File: src/rtl/pbcaf_pkg.sv
// Purpose: shared constants for the port B / port C pin override logic
// Assumes: 14 pins, index 0..7 is port B bits 0..7, 8..13 is port C bits 1..6
// Notes: timing counts derive from the system clock period
package pbcaf_pkg;
	localparam int PB_WIDTH = 8;
	localparam int PC_WIDTH = 6;
	localparam int NUM_PINS = 14;
	localparam int PC_LOW_BIT = 1;
	// pin positions within the 14-bit pin vector
	localparam int IDX_B0 = 0;
	localparam int IDX_B1 = 1;
	localparam int IDX_B2 = 2;
	localparam int IDX_B3 = 3;
	localparam int IDX_B4 = 4;
	localparam int IDX_B5 = 5;
	localparam int IDX_B6 = 6;
	localparam int IDX_B7 = 7;
	localparam int IDX_C1 = 8;
	localparam int IDX_C4 = 11;
	localparam int IDX_C5 = 12;
	localparam int IDX_C6 = 13;
	// timing
	localparam int CLOCK_PERIOD_NS = 100;
	localparam int SPIKE_TIME_NS = 50;
	localparam int SPIKE_CYCLES_RAW = (SPIKE_TIME_NS + CLOCK_PERIOD_NS - 1) / CLOCK_PERIOD_NS;
	localparam int SPIKE_CYCLES = (SPIKE_CYCLES_RAW < 1) ? 1 : SPIKE_CYCLES_RAW;
	localparam logic [3:0] SPIKE_COUNT = 4'(SPIKE_CYCLES);
	// reset values
	localparam logic SYNC_RESET_VALUE = 1'b0;
	localparam logic FILTER_RESET_VALUE = 1'b1;
	localparam logic [3:0] COUNT_RESET_VALUE = 4'h0;
endpackage

File: src/rtl/pbcaf_top.sv
// Purpose: alternate-function override of port B bits 7..0 and port C bits 6..1
// Assumes: fuses and peripheral controls are static or synchronous to CLOCK
// Notes: pad drive paths are combinational so clock-out survives reset
// How it works
// RULE1 - every pin's raw digital input feeds its own pin-change source
// RULE2 - port B bit 0 input goes to timer 1 capture
// RULE3 - clock-out fuse makes B0 drive divided clock, ignoring port bits
// RULE4 - divided clock stays on B0 during reset
// RULE5 - timer 1 compare A pin also carries its PWM waveform
// RULE6 - MISO split into master input and slave output signals
// RULE7 - MOSI split into master output and slave input signals
// RULE8 - input enable values for B7 and B6 under async timer and clock selection
// RULE9 - B6 pull-up off, input, when internal RC or async timer
// RULE10 - B7 pull-up off, input, when RC and external clock, or async timer
// RULE11 - reset-disable fuse programmed: C6 is ordinary I/O
// RULE12 - fuse unprogrammed: C6 feeds reset circuitry, no general I/O
// RULE13 - C6 as reset pin reads 0 in direction, output and input
// RULE14 - two-wire enable turns C5 into serial clock line
// RULE15 - two-wire enable turns C4 into serial data line
// RULE16 - two-wire pins open drain, input spikes under 50 ns rejected
// RULE17 - input enable follows override value when enabled, else sleep state
// RULE18 - peripheral input taken before port synchroniser
// RULE19 - SPI input-role pins forced input, pull-up from port bit and disable
// RULE20 - B3, B2, B1 output values overridden by SPI or timer compares
// RULE21 - B5..B0 masked pin-change inputs stay enabled in sleep
`timescale 1ns/1ns
`default_nettype none
module pbcaf_top
(
	input wire logic CLOCK,
	input wire logic NRST,
	input wire logic SLEEP_ACTIVE,
	input wire logic GLOBAL_PULLUP_DISABLE,
	input wire logic [pbcaf_pkg::PB_WIDTH-1:0] PORTB_OUTPUT_BIT,
	input wire logic [pbcaf_pkg::PB_WIDTH-1:0] PORTB_DIRECTION_BIT,
	input wire logic [pbcaf_pkg::PC_WIDTH-1:0] PORTC_OUTPUT_BIT,
	input wire logic [pbcaf_pkg::PC_WIDTH-1:0] PORTC_DIRECTION_BIT,
	input wire logic [pbcaf_pkg::PB_WIDTH-1:0] PORTB_PAD_IN,
	input wire logic [pbcaf_pkg::PC_WIDTH-1:0] PORTC_PAD_IN,
	input wire logic CLOCK_OUT_FUSE,
	input wire logic RESET_PIN_DISABLE_FUSE,
	input wire logic INTERNAL_RC_SELECTED,
	input wire logic EXTERNAL_CLOCK_SELECTED,
	input wire logic TIMER2_ASYNC_ENABLE,
	input wire logic [pbcaf_pkg::NUM_PINS-1:0] PIN_CHANGE_MASK,
	input wire logic PIN_CHANGE_GROUP0_ENABLE,
	input wire logic PIN_CHANGE_GROUP1_ENABLE,
	input wire logic [pbcaf_pkg::PC_WIDTH-2:0] ADC_DIGITAL_DISABLE,
	input wire logic SERIAL_PERIPH_ENABLE_BIT,
	input wire logic SERIAL_PERIPH_MASTER_SELECT,
	input wire logic SPI_SCK_OUT,
	input wire logic SPI_SLAVE_OUT,
	input wire logic SPI_MASTER_OUT,
	input wire logic TIMER2_COMPARE_A_OUT,
	input wire logic TIMER2_COMPARE_A_ENABLE,
	input wire logic TIMER1_COMPARE_A_OUT,
	input wire logic TIMER1_COMPARE_A_ENABLE,
	input wire logic TIMER1_COMPARE_B_OUT,
	input wire logic TIMER1_COMPARE_B_ENABLE,
	input wire logic DIVIDED_CLOCK_IN,
	input wire logic TWO_WIRE_ENABLE,
	input wire logic TWI_SCL_PULL_LOW,
	input wire logic TWI_SDA_PULL_LOW,
	output logic [pbcaf_pkg::PB_WIDTH-1:0] PORTB_PAD_OUT,
	output logic [pbcaf_pkg::PB_WIDTH-1:0] PORTB_PAD_OE,
	output logic [pbcaf_pkg::PB_WIDTH-1:0] PORTB_PULLUP,
	output logic [pbcaf_pkg::PC_WIDTH-1:0] PORTC_PAD_OUT,
	output logic [pbcaf_pkg::PC_WIDTH-1:0] PORTC_PAD_OE,
	output logic [pbcaf_pkg::PC_WIDTH-1:0] PORTC_PULLUP,
	output logic [pbcaf_pkg::PB_WIDTH-1:0] PORTB_DIRECTION_READ,
	output logic [pbcaf_pkg::PB_WIDTH-1:0] PORTB_OUTPUT_READ,
	output logic [pbcaf_pkg::PB_WIDTH-1:0] PORTB_INPUT_READ,
	output logic [pbcaf_pkg::PC_WIDTH-1:0] PORTC_DIRECTION_READ,
	output logic [pbcaf_pkg::PC_WIDTH-1:0] PORTC_OUTPUT_READ,
	output logic [pbcaf_pkg::PC_WIDTH-1:0] PORTC_INPUT_READ,
	output logic [pbcaf_pkg::NUM_PINS-1:0] PIN_CHANGE_SOURCE,
	output logic TIMER1_CAPTURE_INPUT,
	output logic SPI_SCK_IN,
	output logic SPI_MASTER_IN,
	output logic SPI_SLAVE_IN,
	output logic SPI_SELECT_IN,
	output logic TWI_SCL_IN,
	output logic TWI_SDA_IN,
	output logic RESET_PIN_LEVEL
);
	import pbcaf_pkg::*;

	logic rst_meta;
	logic rst_n;
	logic [NUM_PINS-1:0] port_out;
	logic [NUM_PINS-1:0] port_dir;
	logic [NUM_PINS-1:0] pad_in;
	logic [NUM_PINS-1:0] pullup_override_enable;
	logic [NUM_PINS-1:0] pullup_override_value;
	logic [NUM_PINS-1:0] direction_override_enable;
	logic [NUM_PINS-1:0] direction_override_value;
	logic [NUM_PINS-1:0] outval_override_enable;
	logic [NUM_PINS-1:0] outval_override_value;
	logic [NUM_PINS-1:0] input_enable_override_enable;
	logic [NUM_PINS-1:0] input_enable_override_value;
	logic [NUM_PINS-1:0] pad_out;
	logic [NUM_PINS-1:0] pad_oe;
	logic [NUM_PINS-1:0] pull_en;
	logic [NUM_PINS-1:0] di;
	logic [NUM_PINS-1:0] pin_read;
	logic [NUM_PINS-1:0] pc_wake;
	logic [NUM_PINS-1:0] read_mask;
	logic b7_osc;
	logic b6_osc;
	logic spi_slave;
	logic spi_master;
	logic reset_mode;
	logic [1:0] twi_pad;
	// one element per filter so each process owns its own state
	logic twi_cand [2];
	logic twi_filt [2];
	logic [3:0] twi_cnt [2];

	// reset release through two flops
	always_ff @(posedge CLOCK or negedge NRST)
	begin
		if (!NRST)
		begin
			rst_meta <= 1'b0;
			rst_n <= 1'b0;
		end
		else
		begin
			rst_meta <= 1'b1;
			rst_n <= rst_meta;
		end
	end

	assign port_out = {PORTC_OUTPUT_BIT, PORTB_OUTPUT_BIT};
	assign port_dir = {PORTC_DIRECTION_BIT, PORTB_DIRECTION_BIT};
	assign pad_in = {PORTC_PAD_IN, PORTB_PAD_IN};

	assign b7_osc = (INTERNAL_RC_SELECTED & EXTERNAL_CLOCK_SELECTED) | TIMER2_ASYNC_ENABLE;
	assign b6_osc = INTERNAL_RC_SELECTED | TIMER2_ASYNC_ENABLE;
	assign spi_slave = SERIAL_PERIPH_ENABLE_BIT & ~SERIAL_PERIPH_MASTER_SELECT;
	assign spi_master = SERIAL_PERIPH_ENABLE_BIT & SERIAL_PERIPH_MASTER_SELECT;
	assign reset_mode = ~RESET_PIN_DISABLE_FUSE;
	// masked pin-change pins other than B7 and B6 keep their input alive through sleep
	assign pc_wake = PIN_CHANGE_MASK & {{PC_WIDTH{PIN_CHANGE_GROUP1_ENABLE}},
		{PB_WIDTH{PIN_CHANGE_GROUP0_ENABLE}}};

	always_comb
	begin
		pullup_override_enable = '0;
		pullup_override_value = '0;
		direction_override_enable = '0;
		direction_override_value = '0;
		outval_override_enable = '0;
		outval_override_value = '0;
		input_enable_override_enable = pc_wake; // RULE21
		input_enable_override_value = pc_wake;
		// oscillator pins
		pullup_override_enable[IDX_B7] = b7_osc; // RULE10
		direction_override_enable[IDX_B7] = b7_osc; // RULE10
		input_enable_override_enable[IDX_B7] = b7_osc | pc_wake[IDX_B7];
		input_enable_override_value[IDX_B7] = (INTERNAL_RC_SELECTED | EXTERNAL_CLOCK_SELECTED) & TIMER2_ASYNC_ENABLE; // RULE8
		pullup_override_enable[IDX_B6] = b6_osc; // RULE9
		direction_override_enable[IDX_B6] = b6_osc; // RULE9
		input_enable_override_enable[IDX_B6] = b6_osc | pc_wake[IDX_B6];
		input_enable_override_value[IDX_B6] = INTERNAL_RC_SELECTED & TIMER2_ASYNC_ENABLE; // RULE8
		// SPI: slave inputs on B5, B3, B2; master input on B4
		pullup_override_enable[IDX_B5] = spi_slave; // RULE19
		direction_override_enable[IDX_B5] = spi_slave;
		pullup_override_value[IDX_B5] = port_out[IDX_B5] & ~GLOBAL_PULLUP_DISABLE;
		outval_override_enable[IDX_B5] = spi_master;
		outval_override_value[IDX_B5] = SPI_SCK_OUT;
		pullup_override_enable[IDX_B4] = spi_master; // RULE19
		direction_override_enable[IDX_B4] = spi_master;
		pullup_override_value[IDX_B4] = port_out[IDX_B4] & ~GLOBAL_PULLUP_DISABLE;
		outval_override_enable[IDX_B4] = spi_slave; // RULE6
		outval_override_value[IDX_B4] = SPI_SLAVE_OUT;
		pullup_override_enable[IDX_B3] = spi_slave; // RULE19
		direction_override_enable[IDX_B3] = spi_slave;
		pullup_override_value[IDX_B3] = port_out[IDX_B3] & ~GLOBAL_PULLUP_DISABLE;
		outval_override_enable[IDX_B3] = spi_master | TIMER2_COMPARE_A_ENABLE; // RULE20
		// SPI master output takes priority over the compare output
		outval_override_value[IDX_B3] = spi_master ? SPI_MASTER_OUT : TIMER2_COMPARE_A_OUT; // RULE7
		pullup_override_enable[IDX_B2] = spi_slave; // RULE19
		direction_override_enable[IDX_B2] = spi_slave;
		pullup_override_value[IDX_B2] = port_out[IDX_B2] & ~GLOBAL_PULLUP_DISABLE;
		outval_override_enable[IDX_B2] = TIMER1_COMPARE_B_ENABLE; // RULE20
		outval_override_value[IDX_B2] = TIMER1_COMPARE_B_OUT;
		// compare A output already carries the PWM waveform in PWM modes
		outval_override_enable[IDX_B1] = TIMER1_COMPARE_A_ENABLE; // RULE5
		outval_override_value[IDX_B1] = TIMER1_COMPARE_A_OUT; // RULE20
		// clock out: combinational from the prescaler, untouched by reset
		direction_override_enable[IDX_B0] = CLOCK_OUT_FUSE; // RULE3
		direction_override_value[IDX_B0] = CLOCK_OUT_FUSE; // RULE4
		outval_override_enable[IDX_B0] = CLOCK_OUT_FUSE; // RULE3
		outval_override_value[IDX_B0] = DIVIDED_CLOCK_IN; // RULE4
		// ADC digital disable on C5..C1
		input_enable_override_enable[IDX_C5:IDX_C1] = pc_wake[IDX_C5:IDX_C1] | ADC_DIGITAL_DISABLE;
		// reset pin: pull-up on, forced input, input kept alive
		pullup_override_enable[IDX_C6] = reset_mode; // RULE12
		pullup_override_value[IDX_C6] = reset_mode;
		direction_override_enable[IDX_C6] = reset_mode; // RULE12
		input_enable_override_enable[IDX_C6] = reset_mode | pc_wake[IDX_C6]; // RULE11
		input_enable_override_value[IDX_C6] = reset_mode | pc_wake[IDX_C6];
		// two-wire pins: open drain, only pull low or release
		pullup_override_enable[IDX_C5] = TWO_WIRE_ENABLE; // RULE14
		pullup_override_value[IDX_C5] = port_out[IDX_C5] & ~GLOBAL_PULLUP_DISABLE;
		direction_override_enable[IDX_C5] = TWO_WIRE_ENABLE; // RULE16
		direction_override_value[IDX_C5] = TWI_SCL_PULL_LOW;
		outval_override_enable[IDX_C5] = TWO_WIRE_ENABLE; // RULE14
		pullup_override_enable[IDX_C4] = TWO_WIRE_ENABLE; // RULE15
		pullup_override_value[IDX_C4] = port_out[IDX_C4] & ~GLOBAL_PULLUP_DISABLE;
		direction_override_enable[IDX_C4] = TWO_WIRE_ENABLE; // RULE16
		direction_override_value[IDX_C4] = TWI_SDA_PULL_LOW;
		outval_override_enable[IDX_C4] = TWO_WIRE_ENABLE; // RULE15
	end

	genvar g;
	generate
		for (g = 0; g < NUM_PINS; g++)
		begin : pin
			pbcaf_pin u_pin
			(
				.clk(CLOCK),
				.rst_n(rst_n),
				.sleep(SLEEP_ACTIVE),
				.global_pullup_disable(GLOBAL_PULLUP_DISABLE),
				.port_out(port_out[g]),
				.port_dir(port_dir[g]),
				.pad_in(pad_in[g]),
				.pullup_override_enable(pullup_override_enable[g]),
				.pullup_override_value(pullup_override_value[g]),
				.direction_override_enable(direction_override_enable[g]),
				.direction_override_value(direction_override_value[g]),
				.outval_override_enable(outval_override_enable[g]),
				.outval_override_value(outval_override_value[g]),
				.input_enable_override_enable(input_enable_override_enable[g]),
				.input_enable_override_value(input_enable_override_value[g]),
				.pad_out(pad_out[g]),
				.pad_oe(pad_oe[g]),
				.pull_en(pull_en[g]),
				.di(di[g]),
				.pin_read(pin_read[g])
			);
		end
	endgenerate

	assign PORTB_PAD_OUT = pad_out[PB_WIDTH-1:0];
	assign PORTB_PAD_OE = pad_oe[PB_WIDTH-1:0];
	assign PORTB_PULLUP = pull_en[PB_WIDTH-1:0];
	assign PORTC_PAD_OUT = pad_out[NUM_PINS-1:PB_WIDTH];
	assign PORTC_PAD_OE = pad_oe[NUM_PINS-1:PB_WIDTH];
	assign PORTC_PULLUP = pull_en[NUM_PINS-1:PB_WIDTH];

	// peripheral inputs come raw; each peripheral synchronises its own
	assign PIN_CHANGE_SOURCE = di; // RULE1
	assign TIMER1_CAPTURE_INPUT = di[IDX_B0]; // RULE2
	assign SPI_SCK_IN = di[IDX_B5]; // RULE18
	assign SPI_MASTER_IN = di[IDX_B4]; // RULE6
	assign SPI_SLAVE_IN = di[IDX_B3]; // RULE7
	assign SPI_SELECT_IN = di[IDX_B2];
	// reset circuitry sees idle high when the pin is plain I/O
	assign RESET_PIN_LEVEL = reset_mode ? pad_in[IDX_C6] : 1'b1; // RULE12

	// clock and reset pins hide their port bits
	always_comb
	begin
		read_mask = '0;
		read_mask[IDX_B7] = b7_osc;
		read_mask[IDX_B6] = b6_osc;
		read_mask[IDX_C6] = reset_mode; // RULE13
	end

	assign PORTB_DIRECTION_READ = PORTB_DIRECTION_BIT & ~read_mask[PB_WIDTH-1:0];
	assign PORTB_OUTPUT_READ = PORTB_OUTPUT_BIT & ~read_mask[PB_WIDTH-1:0];
	assign PORTB_INPUT_READ = pin_read[PB_WIDTH-1:0] & ~read_mask[PB_WIDTH-1:0];
	assign PORTC_DIRECTION_READ = PORTC_DIRECTION_BIT & ~read_mask[NUM_PINS-1:PB_WIDTH];
	assign PORTC_OUTPUT_READ = PORTC_OUTPUT_BIT & ~read_mask[NUM_PINS-1:PB_WIDTH];
	assign PORTC_INPUT_READ = pin_read[NUM_PINS-1:PB_WIDTH] & ~read_mask[NUM_PINS-1:PB_WIDTH];

	// spike filters: a level must hold SPIKE_COUNT + 1 further cycles to pass.
	// at 100 ns sampling this also drops single-sample upsets.
	assign twi_pad = {pad_in[IDX_C5], pad_in[IDX_C4]};
	generate
		for (g = 0; g < 2; g++)
		begin : spike
			always_ff @(posedge CLOCK or negedge rst_n)
			begin
				if (!rst_n)
				begin
					twi_cand[g] <= FILTER_RESET_VALUE;
					twi_cnt[g] <= COUNT_RESET_VALUE;
					twi_filt[g] <= FILTER_RESET_VALUE;
				end
				else if (twi_pad[g] != twi_cand[g])
				begin
					twi_cand[g] <= twi_pad[g];
					twi_cnt[g] <= COUNT_RESET_VALUE;
				end
				else if (twi_cnt[g] < SPIKE_COUNT)
				begin
					twi_cnt[g] <= twi_cnt[g] + 4'h1;
				end
				else
				begin
					twi_filt[g] <= twi_cand[g]; // RULE16
				end
			end
		end
	endgenerate

	assign TWI_SCL_IN = twi_filt[1];
	assign TWI_SDA_IN = twi_filt[0];
endmodule
`default_nettype wire

File: src/rtl/pbcaf_pin.sv
// Purpose: one pad's override muxes and its input path
// Assumes: pad input is asynchronous to CLOCK
// Notes: digital input to peripherals is taken before the read-back synchroniser
`timescale 1ns/1ns
`default_nettype none
module pbcaf_pin
(
	input wire logic clk,
	input wire logic rst_n,
	input wire logic sleep,
	input wire logic global_pullup_disable,
	input wire logic port_out,
	input wire logic port_dir,
	input wire logic pad_in,
	input wire logic pullup_override_enable,
	input wire logic pullup_override_value,
	input wire logic direction_override_enable,
	input wire logic direction_override_value,
	input wire logic outval_override_enable,
	input wire logic outval_override_value,
	input wire logic input_enable_override_enable,
	input wire logic input_enable_override_value,
	output logic pad_out,
	output logic pad_oe,
	output logic pull_en,
	output logic di,
	output logic pin_read
);
	import pbcaf_pkg::*;

	logic die;
	logic sync1;

	always_comb
	begin
		pull_en = pullup_override_enable ? pullup_override_value : (port_out & ~port_dir & ~global_pullup_disable);
		pad_oe = direction_override_enable ? direction_override_value : port_dir;
		pad_out = outval_override_enable ? outval_override_value : port_out;
		die = input_enable_override_enable ? input_enable_override_value : ~sleep; // RULE17
		di = pad_in & die; // RULE18
	end

	// two-flop synchroniser for the port's own read-back only
	always_ff @(posedge clk or negedge rst_n)
	begin
		if (!rst_n)
		begin
			sync1 <= SYNC_RESET_VALUE;
			pin_read <= SYNC_RESET_VALUE;
		end
		else
		begin
			sync1 <= di;
			pin_read <= sync1;
		end
	end
endmodule
`default_nettype wire

File: config.mk
export PLATFORM = sky130hd
export DESIGN_NAME = pbcaf_top
export DESIGN_NICKNAME = d
export VERILOG_FILES = /design/src/rtl/pbcaf_pkg.sv /design/src/rtl/pbcaf_top.sv /design/src/rtl/pbcaf_pin.sv
export SDC_FILE = /design/constraint.sdc
export NUM_CORES = 1
export LEC_CHECK = 0
export BUFFER_PORTS_ARGS = -buffer_cell sky130_fd_sc_hd__buf_2
export CAP_MARGIN = 20
export CORE_MARGIN = 2
export CORE_UTILIZATION = 40
export DETAILED_ROUTE_END_ITERATION = 8
export PLACE_DENSITY_LB_ADDON = 0.08
export SYNTH_ARGS = -nofsm -noshare
export SYNTH_HDL_FRONTEND = slang
export SYNTH_SLANG_ARGS = --single-unit
File: constraint.sdc
create_clock -name CLOCK -period 3.6 [get_ports CLOCK]
set_input_delay 0.54 -clock CLOCK [delete_from_list [all_inputs] [get_ports CLOCK]]
set_output_delay 0.54 -clock CLOCK [all_outputs]
set_load 0.01 [all_outputs]
==> results.ini <==
[clock_tree]
cts_tree=yes
worst_skew_pair.late_latency_ns=0.29
htree_num_levels=2
cts_made_buffers=5
clock_sinks=42
ctsLongestPathBuffers=2
cts_resized=0
clk_pin_slew_worst_paths_ns=0.08
cts_root_buf=clkbuf_8

[finish]
drive_gt1_frac=0.586
finalNetCount=462
antennaDiodeCount=0
area_delta_synth_final_pct=16.5
postLayoutCellArea_um2=3140

[power_and_ir_drop]
netSwitchingPower_uw=408
swShare=0.312
p_per_area_nw_per_um2=416
leakage_uw=0.00174
intPower_uw=898
peakVddDrop_uv=205
finalPower_uw=1310
clkPwrFrac=0.239
p_comb_frac=0.318
seqPwrFrac=0.443

[global_route]
grtUsageMet1=0.202
grt_max_degree=41
gr-usage-met2=0.228
overflow=0
grt_first_pass_wirelength_um=8510
antenna_found_initial=0
grt_pass1_vias=1747
busiest_layer=met2
grt_use_met3=0.0433
track_usage=0.146

[critical_path]
reg2reg_depth=4
startpoint_type=input pin
path_max_fanout=14
crit_start=SLEEP_ACTIVE
critPathMaxStageDelay_ns=0.40
cp.required_ns=3.06
r2r-start=twi_cnt[4]
crit_top_cell=buf_2
worstReg2RegEnd=twi_cnt[4]
rrSetupSlack_ns=2.19
slowest_stage=a2111o_1
critical_path.endpoint_type=output port
critical_path_class=input pin to output port
worstPathArrival_ns=1.51
crit_chain=buf_2 -> a2111o_1 -> a21boi_1 -> buf_2
worstSetupEndpoint=PIN_CHANGE_SOURCE[6]

[floorplan]
die_area_um2=7410
core_um2=6420
start_util=0.419
die_x_um=86.1
ioPinCount=193
rows=29
die_h_um=86.1

[placed_design]
gp_congestion=0.721
portBuffers=192
dpl_cell_area_um2=3030
dpl.hpwl_um=4670

[routing]
post-route-drc-count=0
first_iter_violations=48
wl_per_cell_um=12.8
drt-total-wl_um=5750
routed-via-count=2032
viasPerCell=4.53
drtPass1Iterations=6
ant_nets=0

[sta]
rsz0062_at_grt=false
finalClockSkew_ns=0.00984
hold_viol_final=0
min_period_ns=2.05
period_share=0.569
tns_ns=0
drv_slew=0
clock.fmax_mhz=488
tightest_slew_ns=0.843
finalSetupViolCount=0
relSlewSlack=0.438

[synthesis]
synth-seq-cells=42
synth_top_flop_cell=dfrtp_1
seq_area_frac_synth=0.392
ys_types=40
async_flop_share=1.00
synth_edf_count=0
syn_nets=359
yosysWarnings=0
synth_area_per_cell_um2=10.1
syn_area_um2=2690
synthCells=268

[run]
maxCapViolCount=0

[hold_path]
min-delay-start=pin[13].u_pin.sync1
min_path_type=register to register

[run_status]
status=complete, no violations

==> kinds of logic (layout without fill, tap and decap cells) <==
logic type,Yosys count,in the layout,synth area share
buffers and inverters,107,211,0.281
and+or+nand+nor,71,71,0.171
DFF,42,42,0.392
AOI/OAI and AO/OA,35,35,0.105
muxes,6,6,0.0246
adders and majority gates,4,4,0.0186
xor gates and xnor gates,2,2,0.00650
other,1,1,0.00139
==> area by class of cell <==
cell class                      instances  area, um^2
Sequential cell                        42        1060
Multi-Input combinational cell        119         881
Inverter                               10        37.5
Timing Repair Buffer                  193         971
Clock buffer                            6        82.6
Tap cell                               77        96.3
Fill cell                             629        3280
Clock inverter                          2        12.5
==> cell usage in the layout, fill, tap and decap left out, types with 2 or more instances in the layout <==
master     synthesis  layout
buf_2              2     192
o2bb2ai_1          5       5
nand2_1           10      10
ha_1               4       4
dfstp_2            4       4
and3_1             2       2
clkbuf_8           0       6
xor2_1             2       2
and2_1            18      18
a2111oi_2          4       4
o21ai_0            3       3
nor2b_1            8       8
nand3b_1           2       2
or2_2              2       2
nand2b_4           2       2
nor4b_1            2       2
o211ai_1           2       2
nand2b_1           4       4
dfrtp_1           38      37
nor4bb_1           2       2
inv_1             10      10
a21o_1             2       2
nand4bb_1          2       2
nor3b_1           10      10
a21boi_0           7       7
mux2_2             5       5
a21oi_1            6       6
nor2_1             5       5
==> metrics by stage <==
| stage | util | setup slack, ns | std cells | hold slack [ns] |
|---|---|---|---|---|
| 6_report | 0.489 | 1.55 | 449 | 0.352 |
| 5_1_grt | 0.489 | 1.47 | 449 | 0.356 |
| 4_1_cts | 0.487 | 1.52 | 448 | 0.00344 |
| 3_5_place_dp | 0.472 | 1.53 | 440 | 0.328 |
| 3_3_place_gp | 0.472 | 1.56 | 440 | 0.328 |
| 2_1_floorplan | - | 1.77 | 268 | 0.244 |
==> synth_stat cells (3+ instances only) <==
library cell   n  area share
buf_4         92        0.26
dfrtp_1       38        0.35
and2_1        18       0.042
inv_1         10       0.014
nand2_1       10       0.014
nor3b_1       10       0.028
nor2b_1        8       0.019
a21boi_0       7       0.020
a21oi_1        6       0.011
mux2_2         5       0.021
nor2_1         5      0.0070
o2bb2ai_1      5       0.016
a2111oi_2      4       0.022
dfstp_2        4       0.039
ha_1           4       0.019
nand2b_1       4      0.0093
o21ai_0        3      0.0056
==> power groups by stage <==
stage	Clock, uW	Combinational [uW]	Sequential [uW]
floorplan	0	335	582
global placement	0	416	587
detailed placement	0	422	587
CTS	327	422	580
global route	346	464	588
finish	312	416	578
==> registers in the layout, indices dropped and copies added (netlist names) <==
name	flops
pin.u_pin.pin_read	14
rst_meta	1
twi_cnt	8
pin.u_pin.sync1	14
TWI_SDA_IN	1
TWI_SCL_IN	1
rst_n	1
twi_cand	2
==> what timing repair did <==
action                                  4_1_cts  5_1_grt
hold buffers                                  0        1
buffers inserted                              0        0
endpoints found under the setup margin        0        0
hold endpoints to repair                      0        2
==> critical path, delay by kind of cell <==
kind	cells	cell delay (ns)
AOI/OAI and AO/OA	2	0.60
buffers and inverters	2	0.36
==> worst min path at each step <==
| stage | end | slack (ns) | depth (start not counted) |
|---|---|---|---|
| 6_report | pin[13].u_pin.pin_read | 0.35 | 0 |
| 5_1_grt | pin[1].u_pin.pin_read | 0.36 | 0 |
| 4_1_cts | rst_n | 0.003 | 1 |
| 3_5_place_dp | rst_meta | 0.33 | 1 |
| 3_3_place_gp | rst_meta | 0.33 | 1 |
| 2_1_floorplan | rst_meta | 0.24 | 0 |
==> layer usage <==
layer,vias to the layer above,wire (um)
met3,2,575
met4,0,16
met1,914,2470
met2,105,2690
li1,1011,-
met5,-,0
Note: power is estimated with default switching activity, not from simulation.
